===== config.mk =====
export PLATFORM = sky130hd
export DESIGN_NAME = tcx_ctrl
export DESIGN_NICKNAME = d
export VERILOG_FILES = /design/src/tcx_pkg.sv /design/src/tcx_allow.sv /design/src/tcx_preset.sv /design/src/tcx_ctrl.sv
export SDC_FILE = /design/constraint.sdc
export NUM_CORES = 1
export LEC_CHECK = 0
export ABC_AREA = 1
export BUFFER_PORTS_ARGS = -buffer_cell sky130_fd_sc_hd__buf_2
export CORE_MARGIN = 2
export CORE_UTILIZATION = 55
export CTS_CLUSTER_DIAMETER = 100
export DETAILED_ROUTE_END_ITERATION = 12
export PLACE_DENSITY = 0.77
export SLEW_MARGIN = 20
export SYNTH_ARGS = -nofsm -noshare
export SYNTH_HDL_FRONTEND = slang
export SYNTH_SLANG_ARGS = --single-unit

===== constraint.sdc =====
create_clock -name clk -period 5.7 [get_ports clk]
set_clock_uncertainty 0.05 [all_clocks]
set_input_delay 0.855 -clock clk [delete_from_list [all_inputs] [get_ports clk]]
set_output_delay 0.855 -clock clk [all_outputs]
set_load 0.005 [all_outputs]

===== src/tcx_pkg.sv =====
// Constants, codes and crosspoint layout for the test code cross-connect controller.
// Assumes a single 20 MHz clock domain and no register bus.
package tcx_pkg;

	// ==========================================================
	// Network dimensions
	localparam int NUM_LEADS = 28;
	localparam int NUM_FUNCS = 15;
	localparam int LEAD_W = 5;
	localparam int FUNC_W = 4;
	localparam int CODE_W = 8;
	typedef logic [NUM_LEADS*NUM_FUNCS-1:0] tcx_net_t;

	// Function indices (function code minus one, code 01 z=1 at index 14).
	localparam logic [FUNC_W-1:0] F_SEND_PRBS = 4'h0;
	localparam logic [FUNC_W-1:0] F_RECV_BUF = 4'h1;
	localparam logic [FUNC_W-1:0] F_CTR_A = 4'h2;
	localparam logic [FUNC_W-1:0] F_CTR_B = 4'h3;
	localparam logic [FUNC_W-1:0] F_IND1 = 4'h4;
	localparam logic [FUNC_W-1:0] F_IND2 = 4'h5;
	localparam logic [FUNC_W-1:0] F_SW1 = 4'h8;
	localparam logic [FUNC_W-1:0] F_SW2 = 4'h9;
	localparam logic [FUNC_W-1:0] F_SW3 = 4'ha;
	localparam logic [FUNC_W-1:0] F_CLK_T = 4'hc;
	localparam logic [FUNC_W-1:0] F_CLK_R = 4'hd;
	localparam logic [FUNC_W-1:0] F_SEND_BUF = 4'he;

	// Lead indices (lead code minus one; 22, 23, 27 are the clock leads).
	localparam logic [LEAD_W-1:0] L_SD = 5'h00;
	localparam logic [LEAD_W-1:0] L_RD = 5'h01;
	localparam logic [LEAD_W-1:0] L_SCR = 5'h02;
	localparam logic [LEAD_W-1:0] L_SCT = 5'h03;
	localparam logic [LEAD_W-1:0] L_RS = 5'h04;
	localparam logic [LEAD_W-1:0] L_CS = 5'h05;
	localparam logic [LEAD_W-1:0] L_DSR = 5'h06;
	localparam logic [LEAD_W-1:0] L_RLSD = 5'h07;
	localparam logic [LEAD_W-1:0] L_SRS9 = 5'h08;
	localparam logic [LEAD_W-1:0] L_SRLSD = 5'h09;
	localparam logic [LEAD_W-1:0] L_SRS15 = 5'h0e;
	localparam logic [LEAD_W-1:0] L_DTR = 5'h0f;
	localparam logic [LEAD_W-1:0] L_SQD = 5'h10;
	localparam logic [LEAD_W-1:0] L_RI = 5'h11;
	localparam logic [LEAD_W-1:0] L_ASYNC_CLK = 5'h15;
	localparam logic [LEAD_W-1:0] L_DEV_TCLK = 5'h16;
	localparam logic [LEAD_W-1:0] L_CSU_CLK = 5'h1a;

	// Data set classes.
	typedef enum logic [1:0]
	{
		DS_SYNC = 2'b00,
		DS_ASYNC = 2'b01,
		DS_CSU = 2'b10,
		DS_NONE = 2'b11
	} tcx_class_e;

	// Test codes that touch the network.
	localparam logic [CODE_W-1:0] TC_OPEN_ALL = 8'h47;
	localparam logic [CODE_W-1:0] TC_PROGRAM = 8'h48;

	// Key codes on the keypad strobe.
	localparam logic [3:0] KEY_BACK = 4'ha;

	// Message codes for the display.
	typedef enum logic [2:0]
	{
		MSG_NONE = 3'b000,
		MSG_VERSION = 3'b001,
		MSG_DATA_SET = 3'b010,
		MSG_BIT_RATE = 3'b011,
		MSG_TEST_SEQ = 3'b100,
		MSG_WRONG_IF = 3'b101,
		MSG_NOT_AVAIL = 3'b110,
		MSG_FAILED = 3'b111
	} tcx_msg_e;

	// Timing: flash on 250 ms and off 250 ms, two flashes; version shown 1 s.
	localparam int CLK_HZ = 20000000;
	localparam int FLASH_MS = 250;
	localparam int FLASH_CYCLES = CLK_HZ / 1000 * FLASH_MS;
	localparam int VERSION_MS = 1000;
	localparam int VERSION_CYCLES = CLK_HZ / 1000 * VERSION_MS;
	localparam int FLASH_COUNT = 4;

endpackage : tcx_pkg


===== src/tcx_allow.sv =====
// Allowable-crosspoint lookup of the cross-connect matrix.
// Assumes lead and function indices as laid out in the package.
`timescale 1ns/100ps
module tcx_allow
(
	input wire logic [tcx_pkg::LEAD_W-1:0] lead,
	input wire logic [tcx_pkg::FUNC_W-1:0] func,
	output logic allowed
);
	import tcx_pkg::*;

	// ==========================================================
	// Per-lead function masks; bit n is function index n.
	logic [NUM_FUNCS-1:0] row;

	always_comb
	begin
		unique case (lead)
			5'h00: row = 15'h4007;
			5'h01: row = 15'h003e;
			5'h02, 5'h03: row = 15'h2002;
			5'h04: row = 15'h0f06;
			5'h05, 5'h06, 5'h07, 5'h09, 5'h0a, 5'h0c, 5'h0d, 5'h11: row = 15'h003e;
			5'h08: row = 15'h4fff;
			5'h0b: row = 15'h4f07;
			5'h0e, 5'h0f: row = 15'h0f06;
			5'h10, 5'h12: row = 15'h0ffe;
			5'h13: row = 15'h0002;
			5'h14: row = 15'h0f02;
			5'h15, 5'h16, 5'h1a: row = 15'h3002;
			5'h17: row = 15'h403f;
			5'h18, 5'h19: row = 15'h4003;
			default: row = 15'h0000;
		endcase
	end

	assign allowed = (func < 4'hf) && row[func];

endmodule : tcx_allow


===== src/tcx_preset.sv =====
// Preset connection table: test code and data set class to crosspoint set.
// Assumes the caller has already decided that presets are in force.
`timescale 1ns/100ps
module tcx_preset
(
	input wire logic [tcx_pkg::CODE_W-1:0] code,
	input wire tcx_pkg::tcx_class_e ds_class,
	output tcx_pkg::tcx_net_t net,
	output logic listed
);
	import tcx_pkg::*;

	function automatic tcx_net_t xp(input logic [LEAD_W-1:0] l, input logic [FUNC_W-1:0] f);
		tcx_net_t v;
		v = '0;
		v[l*NUM_FUNCS+f] = 1'b1;
		return v;
	endfunction : xp

	// ==========================================================
	// Shared groups.
	wire tcx_net_t rs_dtr = xp(L_RS, F_SW1) | xp(L_DTR, F_SW2);
	wire tcx_net_t sync_clk = xp(L_SCR, F_CLK_R) | xp(L_SCT, F_CLK_T);
	wire tcx_net_t async_clk = xp(L_ASYNC_CLK, F_CLK_R) | xp(L_DEV_TCLK, F_CLK_T);
	wire tcx_net_t csu_clk = xp(L_CSU_CLK, F_CLK_R) | xp(L_DEV_TCLK, F_CLK_T);
	wire tcx_net_t ctr_base = rs_dtr | xp(L_RS, F_CTR_A);
	wire is_csu = (ds_class == DS_CSU);
	wire is_async = (ds_class == DS_ASYNC);

	always_comb
	begin
		net = '0;
		listed = 1'b1;
		unique case (code)
			8'h30: net = ctr_base | xp(L_CS, F_CTR_B);
			8'h31: net = ctr_base | xp(L_RLSD, F_CTR_B);
			8'h32: net = ctr_base | xp(L_SQD, F_CTR_B);
			8'h36: net = xp(L_RS, F_SW1);
			8'h37: net = xp(L_DTR, F_SW2);
			8'h39: net = rs_dtr | xp(L_SRS15, F_SW3) | xp(L_SRLSD, F_IND1);
			8'h40: net = rs_dtr | xp(L_RI, F_IND1) | xp(L_DSR, F_IND2);
			8'h50: net = xp(L_RD, F_RECV_BUF) | xp(L_DTR, F_SW2) | xp(L_RLSD, F_IND2)
				| xp(L_ASYNC_CLK, F_CLK_R);
			8'h51, 8'h52, 8'h58:
			begin
				if (is_csu)
					net = xp(L_SD, F_SEND_BUF) | csu_clk;
				else
					net = rs_dtr | xp(L_CS, F_IND1) | xp(L_SD, F_SEND_BUF)
						| (is_async ? xp(L_SRS15, F_SW3) | xp(L_ASYNC_CLK, F_CLK_R)
						: sync_clk);
				if (code == 8'h58)
					net = net | xp(L_RLSD, F_IND2);
			end
			8'h53, 8'h54: net = rs_dtr | xp(L_RD, F_RECV_BUF) | xp(L_SD, F_SEND_PRBS)
				| (is_async ? xp(L_SRS15, F_SW3) | async_clk : sync_clk);
			8'h55: net = xp(L_RD, F_RECV_BUF) | xp(L_SD, F_SEND_PRBS) | csu_clk;
			8'h57, 8'h79: net = rs_dtr | xp(L_SRS15, F_SW3) | xp(L_RD, F_RECV_BUF)
				| xp(L_SD, F_SEND_BUF) | async_clk;
			8'h62, 8'h63, 8'h64, 8'h65: net = xp(L_RD, F_RECV_BUF) | xp(L_SD, F_SEND_BUF)
				| csu_clk;
			8'h67, 8'h68, 8'h70, 8'h71: net = rs_dtr | xp(L_RD, F_RECV_BUF)
				| xp(L_SD, F_SEND_BUF) | sync_clk | xp(L_RLSD, F_IND1);
			8'h78: net = xp(L_RD, F_RECV_BUF) | xp(L_SRS9, F_IND1) | xp(L_SRS9, F_SW1);
			default: listed = 1'b0;
		endcase
	end

endmodule : tcx_preset


===== src/tcx_ctrl.sv =====
// Top of the cross-connect controller: entry sequence, network state and key interrupts.
// Assumes keypad, module id and self-test results arrive from pins; keys are debounced.
`timescale 1ns/100ps
module tcx_ctrl
#(
	parameter int FLASH_CYC = tcx_pkg::FLASH_CYCLES,
	parameter int VERSION_CYC = tcx_pkg::VERSION_CYCLES
)
(
	input wire logic clk,
	input wire logic rst_n,
	input wire logic reset_key,
	input wire logic sequence_cancel_key,
	input wire logic go_key,
	input wire logic digit_strobe,
	input wire logic [3:0] digit_value,
	input wire logic [1:0] module_class,
	input wire logic selftest_done,
	input wire logic selftest_pass,
	input wire logic test_strobe,
	input wire logic [tcx_pkg::CODE_W-1:0] test_code,
	input wire logic prog_strobe,
	input wire logic [tcx_pkg::LEAD_W-1:0] prog_lead,
	input wire logic [tcx_pkg::FUNC_W-1:0] prog_func,
	output tcx_pkg::tcx_net_t crosspoints,
	output logic prog_refused,
	output tcx_pkg::tcx_msg_e message,
	output logic message_flash,
	output logic selftest_start,
	output logic [tcx_pkg::CODE_W-1:0] data_set_code,
	output logic [tcx_pkg::CODE_W-1:0] bit_rate_code,
	output logic [2:0] key_irq
);
	import tcx_pkg::*;

	// ==========================================================
	// Pin synchronisers and edge detection.
	logic [6:0] sync1_reg;
	logic [6:0] sync2_reg;
	logic [6:0] sync3_reg;
	// Digit value and module class take the same two stages, so they line up with the strobe edge.
	logic [3:0] dval1_reg;
	logic [3:0] dval2_reg;
	logic [1:0] cls1_reg;
	logic [1:0] cls2_reg;
	wire [6:0] raw_pins = {digit_strobe, sequence_cancel_key, go_key, reset_key, selftest_done, selftest_pass,
		1'b0};

	always_ff @(posedge clk)
	begin
		if (!rst_n)
		begin
			sync1_reg <= '0;
			sync2_reg <= '0;
			sync3_reg <= '0;
			dval1_reg <= 4'h0;
			dval2_reg <= 4'h0;
			cls1_reg <= 2'h0;
			cls2_reg <= 2'h0;
		end
		else
		begin
			sync1_reg <= raw_pins;
			sync2_reg <= sync1_reg;
			sync3_reg <= sync2_reg;
			dval1_reg <= digit_value;
			dval2_reg <= dval1_reg;
			cls1_reg <= module_class;
			cls2_reg <= cls1_reg;
		end
	end

	wire [6:0] rise = sync2_reg & ~sync3_reg;
	wire digit_ev = rise[6];
	wire cancel_ev = rise[5];
	wire go_ev = rise[4];
	wire reset_ev = rise[3];
	wire st_done_ev = rise[2];
	wire st_pass = sync2_reg[1];

	// Interrupt pulses for reset, cancel and GO keys rather than level polling.
	assign key_irq = {reset_ev, cancel_ev, go_ev};

	// ==========================================================
	// Entry state machine.
	typedef enum logic [2:0]
	{
		ST_VERSION = 3'b000,
		ST_SELFTEST = 3'b001,
		ST_DATA_SET = 3'b010,
		ST_BIT_RATE = 3'b011,
		ST_TEST_SEQ = 3'b100,
		ST_FAILED = 3'b101
	} tcx_state_e;

	tcx_state_e state_reg;
	tcx_state_e state_next;
	logic [7:0] entry_reg;
	logic [7:0] entry_next;
	logic [1:0] ndig_reg;
	logic [1:0] ndig_next;
	logic [CODE_W-1:0] ds_reg;
	logic [CODE_W-1:0] ds_next;
	logic [CODE_W-1:0] br_reg;
	logic [CODE_W-1:0] br_next;
	logic [31:0] timer_reg;
	logic [31:0] timer_next;
	logic [2:0] flash_reg;
	logic [2:0] flash_next;
	tcx_msg_e flash_msg_reg;
	tcx_msg_e flash_msg_next;

	// Data set code classification; unlisted codes are not available.
	wire [7:0] entered = entry_reg;
	wire ds_sync = (entered >= 8'h20 && entered <= 8'h25) || entered == 8'h80 || entered == 8'h85;
	wire ds_async = (entered >= 8'h60 && entered <= 8'h62) || entered == 8'h36 || entered == 8'h66;
	wire ds_csu = entered == 8'h70 || entered == 8'h71 || entered == 8'h75 || entered == 8'h99;
	wire ds_known = ds_sync | ds_async | ds_csu;
	wire [1:0] ds_cls = ds_csu ? DS_CSU : (ds_async ? DS_ASYNC : DS_SYNC);
	wire if_ok = (cls2_reg == ds_cls);
	wire br_known = (entered >= 8'h01 && entered <= 8'h16);
	wire entry_full = (ndig_reg == 2'd2);
	wire back_ev = digit_ev && dval2_reg == KEY_BACK;
	wire num_ev = digit_ev && dval2_reg < KEY_BACK;
	wire flashing = (flash_reg != 3'd0);

	always_comb
	begin
		state_next = state_reg;
		entry_next = entry_reg;
		ndig_next = ndig_reg;
		ds_next = ds_reg;
		br_next = br_reg;
		timer_next = (timer_reg != 0) ? timer_reg - 1 : 32'd0;
		flash_next = flash_reg;
		flash_msg_next = flash_msg_reg;
		if (flashing && timer_reg == 0)
		begin
			flash_next = flash_reg - 3'd1;
			timer_next = 32'(FLASH_CYC);
		end
		unique case (state_reg)
			ST_VERSION: if (timer_reg == 0) state_next = ST_SELFTEST;
			ST_SELFTEST:
			begin
				if (st_done_ev)
					state_next = st_pass ? ST_DATA_SET : ST_FAILED;
			end
			ST_DATA_SET, ST_BIT_RATE:
			begin
				if (num_ev && !entry_full && !flashing)
				begin
					entry_next = {entry_reg[3:0], dval2_reg};
					ndig_next = ndig_reg + 2'd1;
				end
				else if (back_ev && ndig_reg != 2'd0)
				begin
					entry_next = {4'h0, entry_reg[7:4]};
					ndig_next = ndig_reg - 2'd1;
				end
				else if (go_ev && entry_full)
				begin
					ndig_next = 2'd0;
					entry_next = 8'h00;
					flash_next = 3'(FLASH_COUNT);
					timer_next = 32'(FLASH_CYC);
					if (state_reg == ST_DATA_SET && !ds_known || state_reg == ST_BIT_RATE && !br_known)
						flash_msg_next = MSG_NOT_AVAIL;
					else if (state_reg == ST_DATA_SET && !if_ok)
						flash_msg_next = MSG_WRONG_IF;
					else
					begin
						flash_next = 3'd0;
						if (state_reg == ST_DATA_SET)
						begin
							ds_next = entered;
							state_next = ST_BIT_RATE;
						end
						else
						begin
							br_next = entered;
							state_next = ST_TEST_SEQ;
						end
					end
				end
			end
			ST_TEST_SEQ: state_next = ST_TEST_SEQ;
			ST_FAILED: state_next = ST_FAILED;
			default: state_next = ST_FAILED;
		endcase
		if (reset_ev)
		begin
			state_next = ST_VERSION;
			timer_next = 32'(VERSION_CYC);
			ndig_next = 2'd0;
			entry_next = 8'h00;
			flash_next = 3'd0;
			ds_next = 8'h00;
			br_next = 8'h00;
		end
	end

	always_ff @(posedge clk)
	begin
		if (!rst_n)
		begin
			state_reg <= ST_VERSION;
			entry_reg <= 8'h00;
			ndig_reg <= 2'd0;
			ds_reg <= 8'h00;
			br_reg <= 8'h00;
			timer_reg <= 32'(VERSION_CYC);
			flash_reg <= 3'd0;
			flash_msg_reg <= MSG_NONE;
		end
		else
		begin
			state_reg <= state_next;
			entry_reg <= entry_next;
			ndig_reg <= ndig_next;
			ds_reg <= ds_next;
			br_reg <= br_next;
			timer_reg <= timer_next;
			flash_reg <= flash_next;
			flash_msg_reg <= flash_msg_next;
		end
	end

	assign selftest_start = (state_reg == ST_VERSION) && (timer_reg == 0);
	assign data_set_code = ds_reg;
	assign bit_rate_code = br_reg;
	assign message_flash = flashing && flash_reg[0];
	assign message = flashing ? flash_msg_reg
		: state_reg == ST_VERSION ? MSG_VERSION
		: state_reg == ST_SELFTEST ? MSG_VERSION
		: state_reg == ST_DATA_SET ? MSG_DATA_SET
		: state_reg == ST_BIT_RATE ? MSG_BIT_RATE
		: state_reg == ST_TEST_SEQ ? MSG_TEST_SEQ : MSG_FAILED;

	// ==========================================================
	// Cross-connect network.
	tcx_net_t net_reg;
	logic prog_mode_reg;
	logic refused_reg;
	tcx_net_t preset_net;
	logic preset_listed;
	logic prog_ok;
	tcx_class_e cls;

	assign cls = ds_reg >= 8'h70 && ds_reg <= 8'h99 && ds_reg != 8'h80 && ds_reg != 8'h85 ? DS_CSU
		: (ds_reg >= 8'h60 || ds_reg == 8'h36) && ds_reg != 8'h80 && ds_reg != 8'h85 ? DS_ASYNC : DS_SYNC;

	tcx_preset u_preset
	(
		.code(test_code),
		.ds_class(cls),
		.net(preset_net),
		.listed(preset_listed)
	);

	tcx_allow u_allow
	(
		.lead(prog_lead),
		.func(prog_func),
		.allowed(prog_ok)
	);

	wire in_tests = (state_reg == ST_TEST_SEQ);
	wire tc_open = in_tests && test_strobe && test_code == TC_OPEN_ALL;
	wire tc_prog = in_tests && test_strobe && test_code == TC_PROGRAM;
	wire tc_preset = in_tests && test_strobe && preset_listed && !prog_mode_reg;
	wire prog_take = in_tests && prog_strobe && prog_mode_reg && prog_ok;
	wire [8:0] prog_bit = 9'(prog_lead * NUM_FUNCS + prog_func);

	always_ff @(posedge clk)
	begin
		if (!rst_n || reset_ev)
		begin
			net_reg <= '0;
			prog_mode_reg <= 1'b0;
			refused_reg <= 1'b0;
		end
		else
		begin
			refused_reg <= in_tests && prog_strobe && !(prog_mode_reg && prog_ok);
			if (tc_open)
			begin
				net_reg <= '0;
				prog_mode_reg <= 1'b0;
			end
			else if (tc_prog)
				prog_mode_reg <= 1'b1;
			else if (tc_preset)
				net_reg <= preset_net;
			else if (prog_take)
				net_reg[prog_bit] <= 1'b1;
		end
	end

	assign crosspoints = net_reg;
	assign prog_refused = refused_reg;
endmodule : tcx_ctrl


# Word-level counts from Yosys, hierarchy flattened
# Memory sizes are Yosys's and may differ from the RTL's.
# Index checks and enable logic that the tools add are counted.
[totals] reg_bits=522 latchBits=0 ramBits=0 mem_bits_ro=480 input_bits=33 out_inout_bits=445 elab_cells=232 memories=1
[classes] addsub=5 mul=1 div_mod_pow=0 order_cmp=14 eq_ne=54 shift=0 n_mux=53 bitwise_logic=12 n_reduce_logical=73
[mem_list] memory="(no name shown)" words=32 width=15 read_ports=1 rd_clocked_by_memory_dff=0 write_ports=0 line_no="tcx_allow.sv:18" text="unique case (lead)"
[ops] op="one-hot mux 420 bit (15 select lines)" n=1
[ops] op="2-to-1 mux 420 bit" n=2
[ops] op="OR 420 bit" n=1
[ops] op="2-to-1 mux 404 bit" n=1
[ops] op="2-to-1 mux 343 bit" n=1
[ops] op="2-to-1 mux 329 bit" n=1
[ops] op="== test 8 x 7 -> 1 bit (second input constant)" n=25
[ops] op="2-to-1 mux 32 bit" n=6
[ops] op="2-to-1 mux 111 bit" n=1
[ops] op="2-to-1 mux 3 bit" n=23
[ops] op="== test 8 x 6 -> 1 bit (second input constant)" n=8
[ops] op="logical AND 1 bit" n=32
[ops] op="zero test 32 bit" n=1
[ops] op="nonzero test 32 bit" n=1
[ops] op="subtractor 32 x 1 -> 32 bit (second input constant)" n=1
[ops] op="OR reduction 25 bit" n=1
[ops] op="== test 8 bit (second input constant)" n=3
[ops] op="greater-or-equal comparator 8 x 7 -> 1 bit (second input constant)" n=3
[ops] op="2-to-1 mux 8 bit" n=3
[ops] op="AND reduction 7 bit" n=3
[ops] op="inequality test 8 bit (second input constant)" n=2
[ops] op="2-to-1 mux 2 bit" n=6
[ops] op="inequality test 2 bit (second input constant)" n=6
[ops] op="one-hot mux 3 bit (4 select lines)" n=1
[ops] op="40 further kinds" n=79

# Logic depth before layout (Yosys ltp)
# Gate-level depths: netlist of run 1.
[depth] word_depth=15 depth_mapped=21

# Hierarchy
# From an unflattened synthesis of run 1, not the netlist that was laid out.
[unflattened] cells_unflattened=5619 area_unflattened_um2=33983.8
[modules_own_cells] module="tcx_ctrl" n_inst=1 cells_each=4992 area_each_um2=29917.4 seq_area_each_um2=10369.9
[modules_own_cells] module="tcx_preset" n_inst=1 cells_each=554 area_each_um2=3698.5 seq_area_each_um2=0.0
[modules_own_cells] module="tcx_allow" n_inst=1 cells_each=73 area_each_um2=367.9 seq_area_each_um2=0.0

# Least setup slack after synthesis of run 1
# Ideal clock, no wire load.
[synth_timing] path_kind="input-to-reg" start="input prog_lead[0] (netlist bit)" end="register net_reg[139], in the netlist crosspoints[139]" arrival_ns=4.335 required_ns=5.580 slack_ns=1.246 stages=16 path_cell_list="fa_1 fa_1 inv_1 fa_1 inv_1 ha_1 nand2_1 nand3_2 xnor2_2 inv_2 nor2_2 inv_2 nor3_2 clkbuf_1 nand3_1 a21oi_1"
[synth_via] elab_chain_len=9 word_cells_on_any_way=17
[synth_rtl] element="start: declaration" line_no="tcx_ctrl.sv:23" text="input wire logic [tcx_pkg::LEAD_W-1:0] prog_lead,"
[synth_rtl] element="multiplier 5 x 4 -> 9 bit" line_no="tcx_ctrl.sv:273" text="wire [8:0] prog_bit = 9'(prog_lead * NUM_FUNCS + prog_func);"
[synth_rtl] element="adder 9 x 4 -> 9 bit" line_no="tcx_ctrl.sv:273"
[synth_rtl] element="< comparator 9 x 10 -> 1 bit (not written as such) / greater-or-equal comparator 9 x 1 -> 1 bit (equally long branches)" line_no="tcx_ctrl.sv:296" text="net_reg[prog_bit] <= 1'b1;"
[synth_rtl] element="logical AND 1 bit (not written as such)" line_no="tcx_ctrl.sv:296"
[synth_rtl] element="2-to-1 mux 1 bit (not written as such)" line_no="tcx_ctrl.sv:296"
[synth_rtl] element="demux 1 bit (select 9 bit)" line_no="tcx_ctrl.sv:296"
[synth_rtl] element="OR 420 bit (no source line)"
[synth_rtl] element="2-to-1 mux 420 bit" line_no="tcx_ctrl.sv:295" text="else if (prog_take)"
[synth_rtl] element="2-to-1 mux 420 bit" line_no="tcx_ctrl.sv:293" text="else if (tc_preset)"
[synth_rtl] element="end signal: assignment" line_no="tcx_ctrl.sv:294" text="net_reg <= preset_net;"
[synth_rtl] element="end: declaration" line_no="tcx_ctrl.sv:242" text="tcx_net_t net_reg;"
# Parallel ways exist; a longest one is shown, timed or not. The select of a mux whose other input is x is not followed.
# A chain may end at the register's enable or synchronous reset.

# Worst setup path after layout of run 1
[layout_timing] start="input prog_lead[2] (netlist bit)" end="register net_reg[394], in the netlist crosspoints[394]"
# The elaborated chain is that of the path after synthesis.

==> results.json, run 1 <==
{
  "drive_above_1_share": 0.191,
  "drc": 0,
  "routed_wl_um": 74700,
  "syn_area_per_cell_um2": 7.27,
  "cts-root-buf": "clkbuf_16",
  "syn_to_final_growth_pct": 20.3,
  "netlist_area_mm2": 0.0227,
  "antenna_found_initial": 3,
  "pwr-share-clk": 0.413,
  "die_w_um": 207,
  "first_pass_iters": 6,
  "clkSlewWorstSetupHoldPaths_ns": 0.06,
  "layout_commonest_cell": "inv_1",
  "power_frac_comb": 0.175,
  "drtIter0Drc": 2467,
  "critPathCaptureType": "register",
  "switchingPower_uw": 2730,
  "grt_max_degree": 188,
  "cts_setup_buffers": 0,
  "cts_hold_buffers": 0,
  "fin_cells": 4084,
  "layout.nets": 3580,
  "worstHoldPathType": "reg -> reg",
  "setup_viol": 0,
  "cts_tree": "done",
  "cts_sinks": 518,
  "clkLatencyLatePin_ns": 0.59,
  "synthTopCellsByArea": "dfxtp_1 (46%), nand3_1 (12%), a21oi_1 (11%)",
  "vias": 22600,
  "synth_top_family_by_area": "simple AND/OR/NAND/NOR gates",
  "viasPerCell": 5.52,
  "worstSetupPathType": "in -> reg",
  "synth_edf_count": 0,
  "layout_common_cells": "inv_1 (582), nand3_1 (548), dfxtp_1 (518)",
  "synth.largest_area_cell": "dfxtp_1",
  "core_area_mm2": 0.0407,
  "critPathMaxFanout": 16,
  "leakage_uw": 0.0117,
  "grt_overflow": 0,
  "yosysWarnings": 0,
  "cts_buffer_depth": 3,
  "ys.flop_type": "dfxtp_1",
  "cts_buffers": 52,
  "synth-compound-area-share": 0.137,
  "wl_per_cell_um": 18.3,
  "p_sw_frac": 0.308,
  "postRouteAntennaNets": 0,
  "p_per_area_mw_per_mm2": 326,
  "crit_required_ns": 6.17,
  "setup_tns_ns": 0,
  "rsz0062_at_grt": "no",
  "slew_headroom": 0.303,
  "synth_fa_ha_area_frac": 0.0245,
  "h-tree-depth": 2,
  "synth-simple-area-share": 0.230,
  "synth-seq-area-share": 0.457,
  "largest_reg_flops": 420,
  "final_min_period_over_clock_period": 0.809,
  "outcome": "finished clean",
  "synth_top_area_frac": 0.457,
  "cp.arrival_ns": 5.08,
  "ios": 478,
  "die-area_mm2": 0.0429,
  "io_buffers": 477,
  "ys_ff_latch": 518,
  "yosys.cell_types.count": 42,
  "finalMaxSlewViolations": 0,
  "synthMuxAreaShare": 0,
  "syn_inst": 3120,
  "synth_xor_xnor_area_share": 0.0111,
  "grt_pass1_vias": 20800,
  "grt_usage": 0.333,
  "grt_pass1_wl_um": 115000,
  "drv_cap": 0,
  "gp_congestion": 0.925,
  "syn-num-nets": 3192,
  "cts_resized": 0,
  "die_y_um": 207,
  "hold_viol": 0,
  "seqPwrFrac": 0.412,
  "synthArstFlopShare": 0,
  "initial_core_util": 0.557,
  "power.internal_uw": 6150,
  "dp_hpwl_um": 50300,
  "max_freq_mhz": 217,
  "num_rows": 74,
  "tightest_slew_ns": 1.04,
  "ir_drop_uv": 250,
  "place_inst": 3986,
  "finalCriticalPeriod_ns": 4.61,
  "startpoint_type": "input pin"
}
## cell families (layout without fill, tap and decap cells)
logic type               count (synthesis)  after routing
AO/OA/AOI/OAI                          596            596
adder cells (fa/ha/maj)                 39             39
XOR/XNOR                                28             28
buffers and inverters                  791           1220
AND/OR/NAND/NOR                       1148           1148
other                                    0              3
flip-flops                             518            518
## power by group through the flow
stage	clock network, uW	registers, uW	logic, uW
floorplan	0	3740	932
global placement	0	3740	1490
detailed placement	0	3740	1510
CTS	3700	3660	1520
global route	3850	3660	1660
finish	3660	3660	1560
## cell usage after synthesis (all sizes together), types with 4 or more instances
cell type,instances
xnor2,16
a211oi,8
dfxtp,518
o31ai,4
nor2,200
clkbuf,84
o21ai,42
nor3,24
ha,30
o21bai,20
nand3,551
fa,9
buf,112
a21oi,512
xor2,12
nand2,341
inv,594
nand4,23
## final timing paths
path	slack, ns	depth (start not counted)	startpoint	to
min reg2reg	0.36	2	dval1_reg[3]$_SDFF_PN0_	dval2_reg[3]$_SDFF_PN0_
min	0.36	2	dval1_reg[3]$_SDFF_PN0_	dval2_reg[3]$_SDFF_PN0_
max	1.09	19	prog_lead[2]	crosspoints[394]$_SDFFE_PP0P_
max reg2reg	2.54	9	sync2_reg[3]$_SDFF_PN0_	crosspoints[122]$_SDFFE_PP0P_
## routing by layer
| layer | track usage | vias up | wire length [um] |
|---|---|---|---|
| li1 | - | 10700 | - |
| met4 | 0.146 | 0 | 3230 |
| met5 | 0 | - | 0 |
| met1 | 0.425 | 10500 | 29700 |
| met2 | 0.541 | 1140 | 34900 |
| met3 | 0.0773 | 182 | 6910 |
## critical path: stages
cell and delay (ns):
buf_2 0.23, fa_1 0.52, fa_1 0.53, inv_1 0.05, fa_1 0.50, inv_1 0.04, ha_1 0.36, nand2_1 0.09
inv_2 0.06, nand3_1 0.10, nand3_1 0.11, nand2_1 0.05, nand2_1 0.13, nand2_1 0.15, nor2_1 0.22, nand2_1 0.45
o21bai_1 0.32, nand3_1 0.11, a21oi_1 0.18
## final cells by class
cell class,count,area (um2)
fill,3460,13500
sequential,518,10400
multi-input combinational,1811,9300
timing repair buffer,530,2870
inverter,595,2230
clock buffer,67,1460
tap,532,666
clock inverter,28,372
antenna,3,7.51
## per-stage QoR
| stage | power (uW) | setup slack [ns] | cell area [um2] | hold WS [ns] | utilization |
|---|---|---|---|---|---|
| floorplan | 4670 | 1.25 | 22700 | 0.340 | - |
| global placement | 5230 | 0.678 | 25400 | 0.343 | 0.624 |
| detailed placement | 5260 | 0.542 | 25400 | 0.348 | 0.624 |
| CTS | 8880 | 1.14 | 27300 | 0.362 | 0.669 |
| global route | 9180 | 0.817 | 27300 | 0.372 | 0.670 |
| finish | 8880 | 1.09 | 27300 | 0.361 | 0.670 |
No activity file was read; power rests on OpenSTA's default activity.
==> run 2, diff against run 1 <==
==> constraint.sdc (replaced) <==
create_clock -name clk -period 4.55 [get_ports clk]
set_clock_uncertainty 0.05 [all_clocks]
set_input_delay 0.6825 -clock clk [delete_from_list [all_inputs] [get_ports clk]]
set_output_delay 0.6825 -clock clk [all_outputs]
set_load 0.005 [all_outputs]
==> results.json, run 2 (synthesis gave the netlist of run 1 again) <==
{
  "layout.nets": 3630,
  "layout_common_cells": "inv_1 (582), nand3_1 (548), dfxtp_1 (518)",
  "grt_pass1_wl_um": 117000,
  "dp_hpwl_um": 51800,
  "largest_reg_flops": 420,
  "postRouteAntennaNets": 0,
  "cts_sinks": 518,
  "viasPerCell": 5.51,
  "cts_tree": "done",
  "layout_commonest_cell": "inv_1",
  "cp.arrival_ns": 4.59,
  "finalMaxSlewViolations": 0,
  "grt_overflow": 0,
  "pre_cts_slack_ns": -0.197,
  "hold_end": "sync1_reg[2]$_SDFF_PN0_",
  "critPathMaxFanout": 15,
  "rsz0062_at_grt": "no",
  "critPathCaptureType": "register",
  "cts_resized": 0,
  "utilization": 0.689,
  "slew_headroom": 0.347,
  "hold_viol": 0,
  "fin_area_mm2": 0.0281,
  "ir_drop_uv": 383,
  "p_per_area_mw_per_mm2": 408,
  "worstSetupPathType": "in -> reg",
  "vias": 22800,
  "cts-root-buf": "clkbuf_16",
  "dpl-instance-area_mm2": 0.0263,
  "worstHoldPathType": "in -> reg",
  "outcome": "finished clean",
  "fin_ws_ns": 0.415,
  "grt_usage": 0.337,
  "whs_path_depth": 3,
  "cts_buffers": 51,
  "die_y_um": 207,
  "num_rows": 74,
  "holdCritStartpoint": "selftest_done",
  "design_power_total_uw": 11500,
  "regToRegSetupSlack_ns": 1.88,
  "setup_viol": 0,
  "io_buffers": 477,
  "fillers": 3392,
  "grt_pass1_vias": 21300,
  "final_min_period_over_clock_period": 0.909,
  "grt_max_degree": 162,
  "antenna_found_initial": 4,
  "timing.rr.end": "crosspoints[260]$_SDFFE_PP0P_",
  "cts_setup_buffers": 0,
  "clkSlewWorstSetupHoldPaths_ns": 0.06,
  "ios": 478,
  "h-tree-depth": 2,
  "initial_core_util": 0.557,
  "max_freq_mhz": 242,
  "clkLatencyLatePin_ns": 0.59,
  "die_w_um": 207,
  "routed_wl_um": 75200,
  "cts_hold_buffers": 0,
  "r2r-start": "state_reg[0]$_SDFFE_PP0P_",
  "drive_above_1_share": 0.204,
  "setup_tns_ns": 0,
  "cts_buffer_depth": 3,
  "die-area_mm2": 0.0429,
  "leakage_uw": 0.0121,
  "crit_required_ns": 5.00,
  "startpoint_type": "input pin",
  "rr_worst_depth": 10,
  "drtIter0Drc": 2159,
  "syn_to_final_growth_pct": 23.8,
  "tightest_slew_ns": 0.980,
  "wl_per_cell_um": 18.2,
  "drv_cap": 0,
  "finalCriticalPeriod_ns": 4.13,
  "gp_congestion": 0.928,
  "first_pass_iters": 8,
  "core_area_mm2": 0.0407,
  "drc": 0
}
## run 2: cell types whose count changed in the layout (fill, tap and decap cells not counted), moves of 2 or more
cell        before  now
clkbuf_1         7    2
clkinv_4         1    3
bufinv_16        8    6
inv_6            3    1
buf_4           46   60
buf_12           7   44
clkbuf_8         6    9
clkbuf_16       54   52
clkinvlp_4       2    8
## run 2: layout make-up
cell class                 instances  area [um2]  area share
sequential                       518       10400       0.369
timing repair buffer             581        3720       0.132
antenna                            4        10.0    0.000356
clock inverter                    32         363      0.0129
clock buffer                      63        1430      0.0510
multi-input combinational       1811        9300       0.331
inverter                         595        2230      0.0795
tap                              532         666      0.0237
## run 2: critical path, stage by stage
cell and delay, ns:
buf_2 0.13, fa_1 0.57, fa_1 0.53, inv_1 0.05, fa_1 0.49, inv_1 0.04
ha_1 0.35, nand2_1 0.14, nand3_2 0.12, xnor2_2 0.30, inv_2 0.07, nor2_2 0.13
inv_2 0.08, nor3_2 0.30, buf_4 0.31, nand3_1 0.11, a21oi_1 0.16
## run 2: per-stage QoR
stage          hold WS, ns  instances
2_1_floorplan        0.340       3120
3_3_place_gp         0.342       4037
3_5_place_dp         0.345       4037
4_1_cts              0.207       4132
5_1_grt              0.221       4134
6_report             0.223       4136
## run 2: where the power goes
| group | internal [uW] | switching [uW] | leakage [uW] | total, uW |
|---|---|---|---|---|
| combinational | 774 | 1640 | 0.00700 | 2420 |
| clock | 2600 | 1870 | 0.000871 | 4470 |
| sequential | 4560 | 21.9 | 0.00418 | 4590 |
| total | 7930 | 3540 | 0.0121 | 11500 |
## run 2: worst max path at each step
stage / startpoint / end / cells past startpoint
3_5_place_dp: prog_lead[0] / crosspoints[392]$_SDFFE_PP0P_ / 20
6_report: prog_lead[0] / crosspoints[141]$_SDFFE_PP0P_ / 17
2_1_floorplan: prog_lead[0] / crosspoints[139]$_SDFFE_PP0P_ / 16
5_1_grt: prog_lead[0] / crosspoints[396]$_SDFFE_PP0P_ / 20
4_1_cts: prog_lead[0] / crosspoints[396]$_SDFFE_PP0P_ / 20
3_3_place_gp: prog_lead[0] / crosspoints[394]$_SDFFE_PP0P_ / 20
## run 2: routing by layer
metal  routed length [um]  vias up  share of wire  track usage
li1                     -    10800              -            -
met3                 7350      224          0.098       0.0834
met1                29400    10500           0.39        0.424
met5                   13        -        0.00017            0
met4                 3790        2          0.050        0.171
met2                34600     1172           0.46        0.538
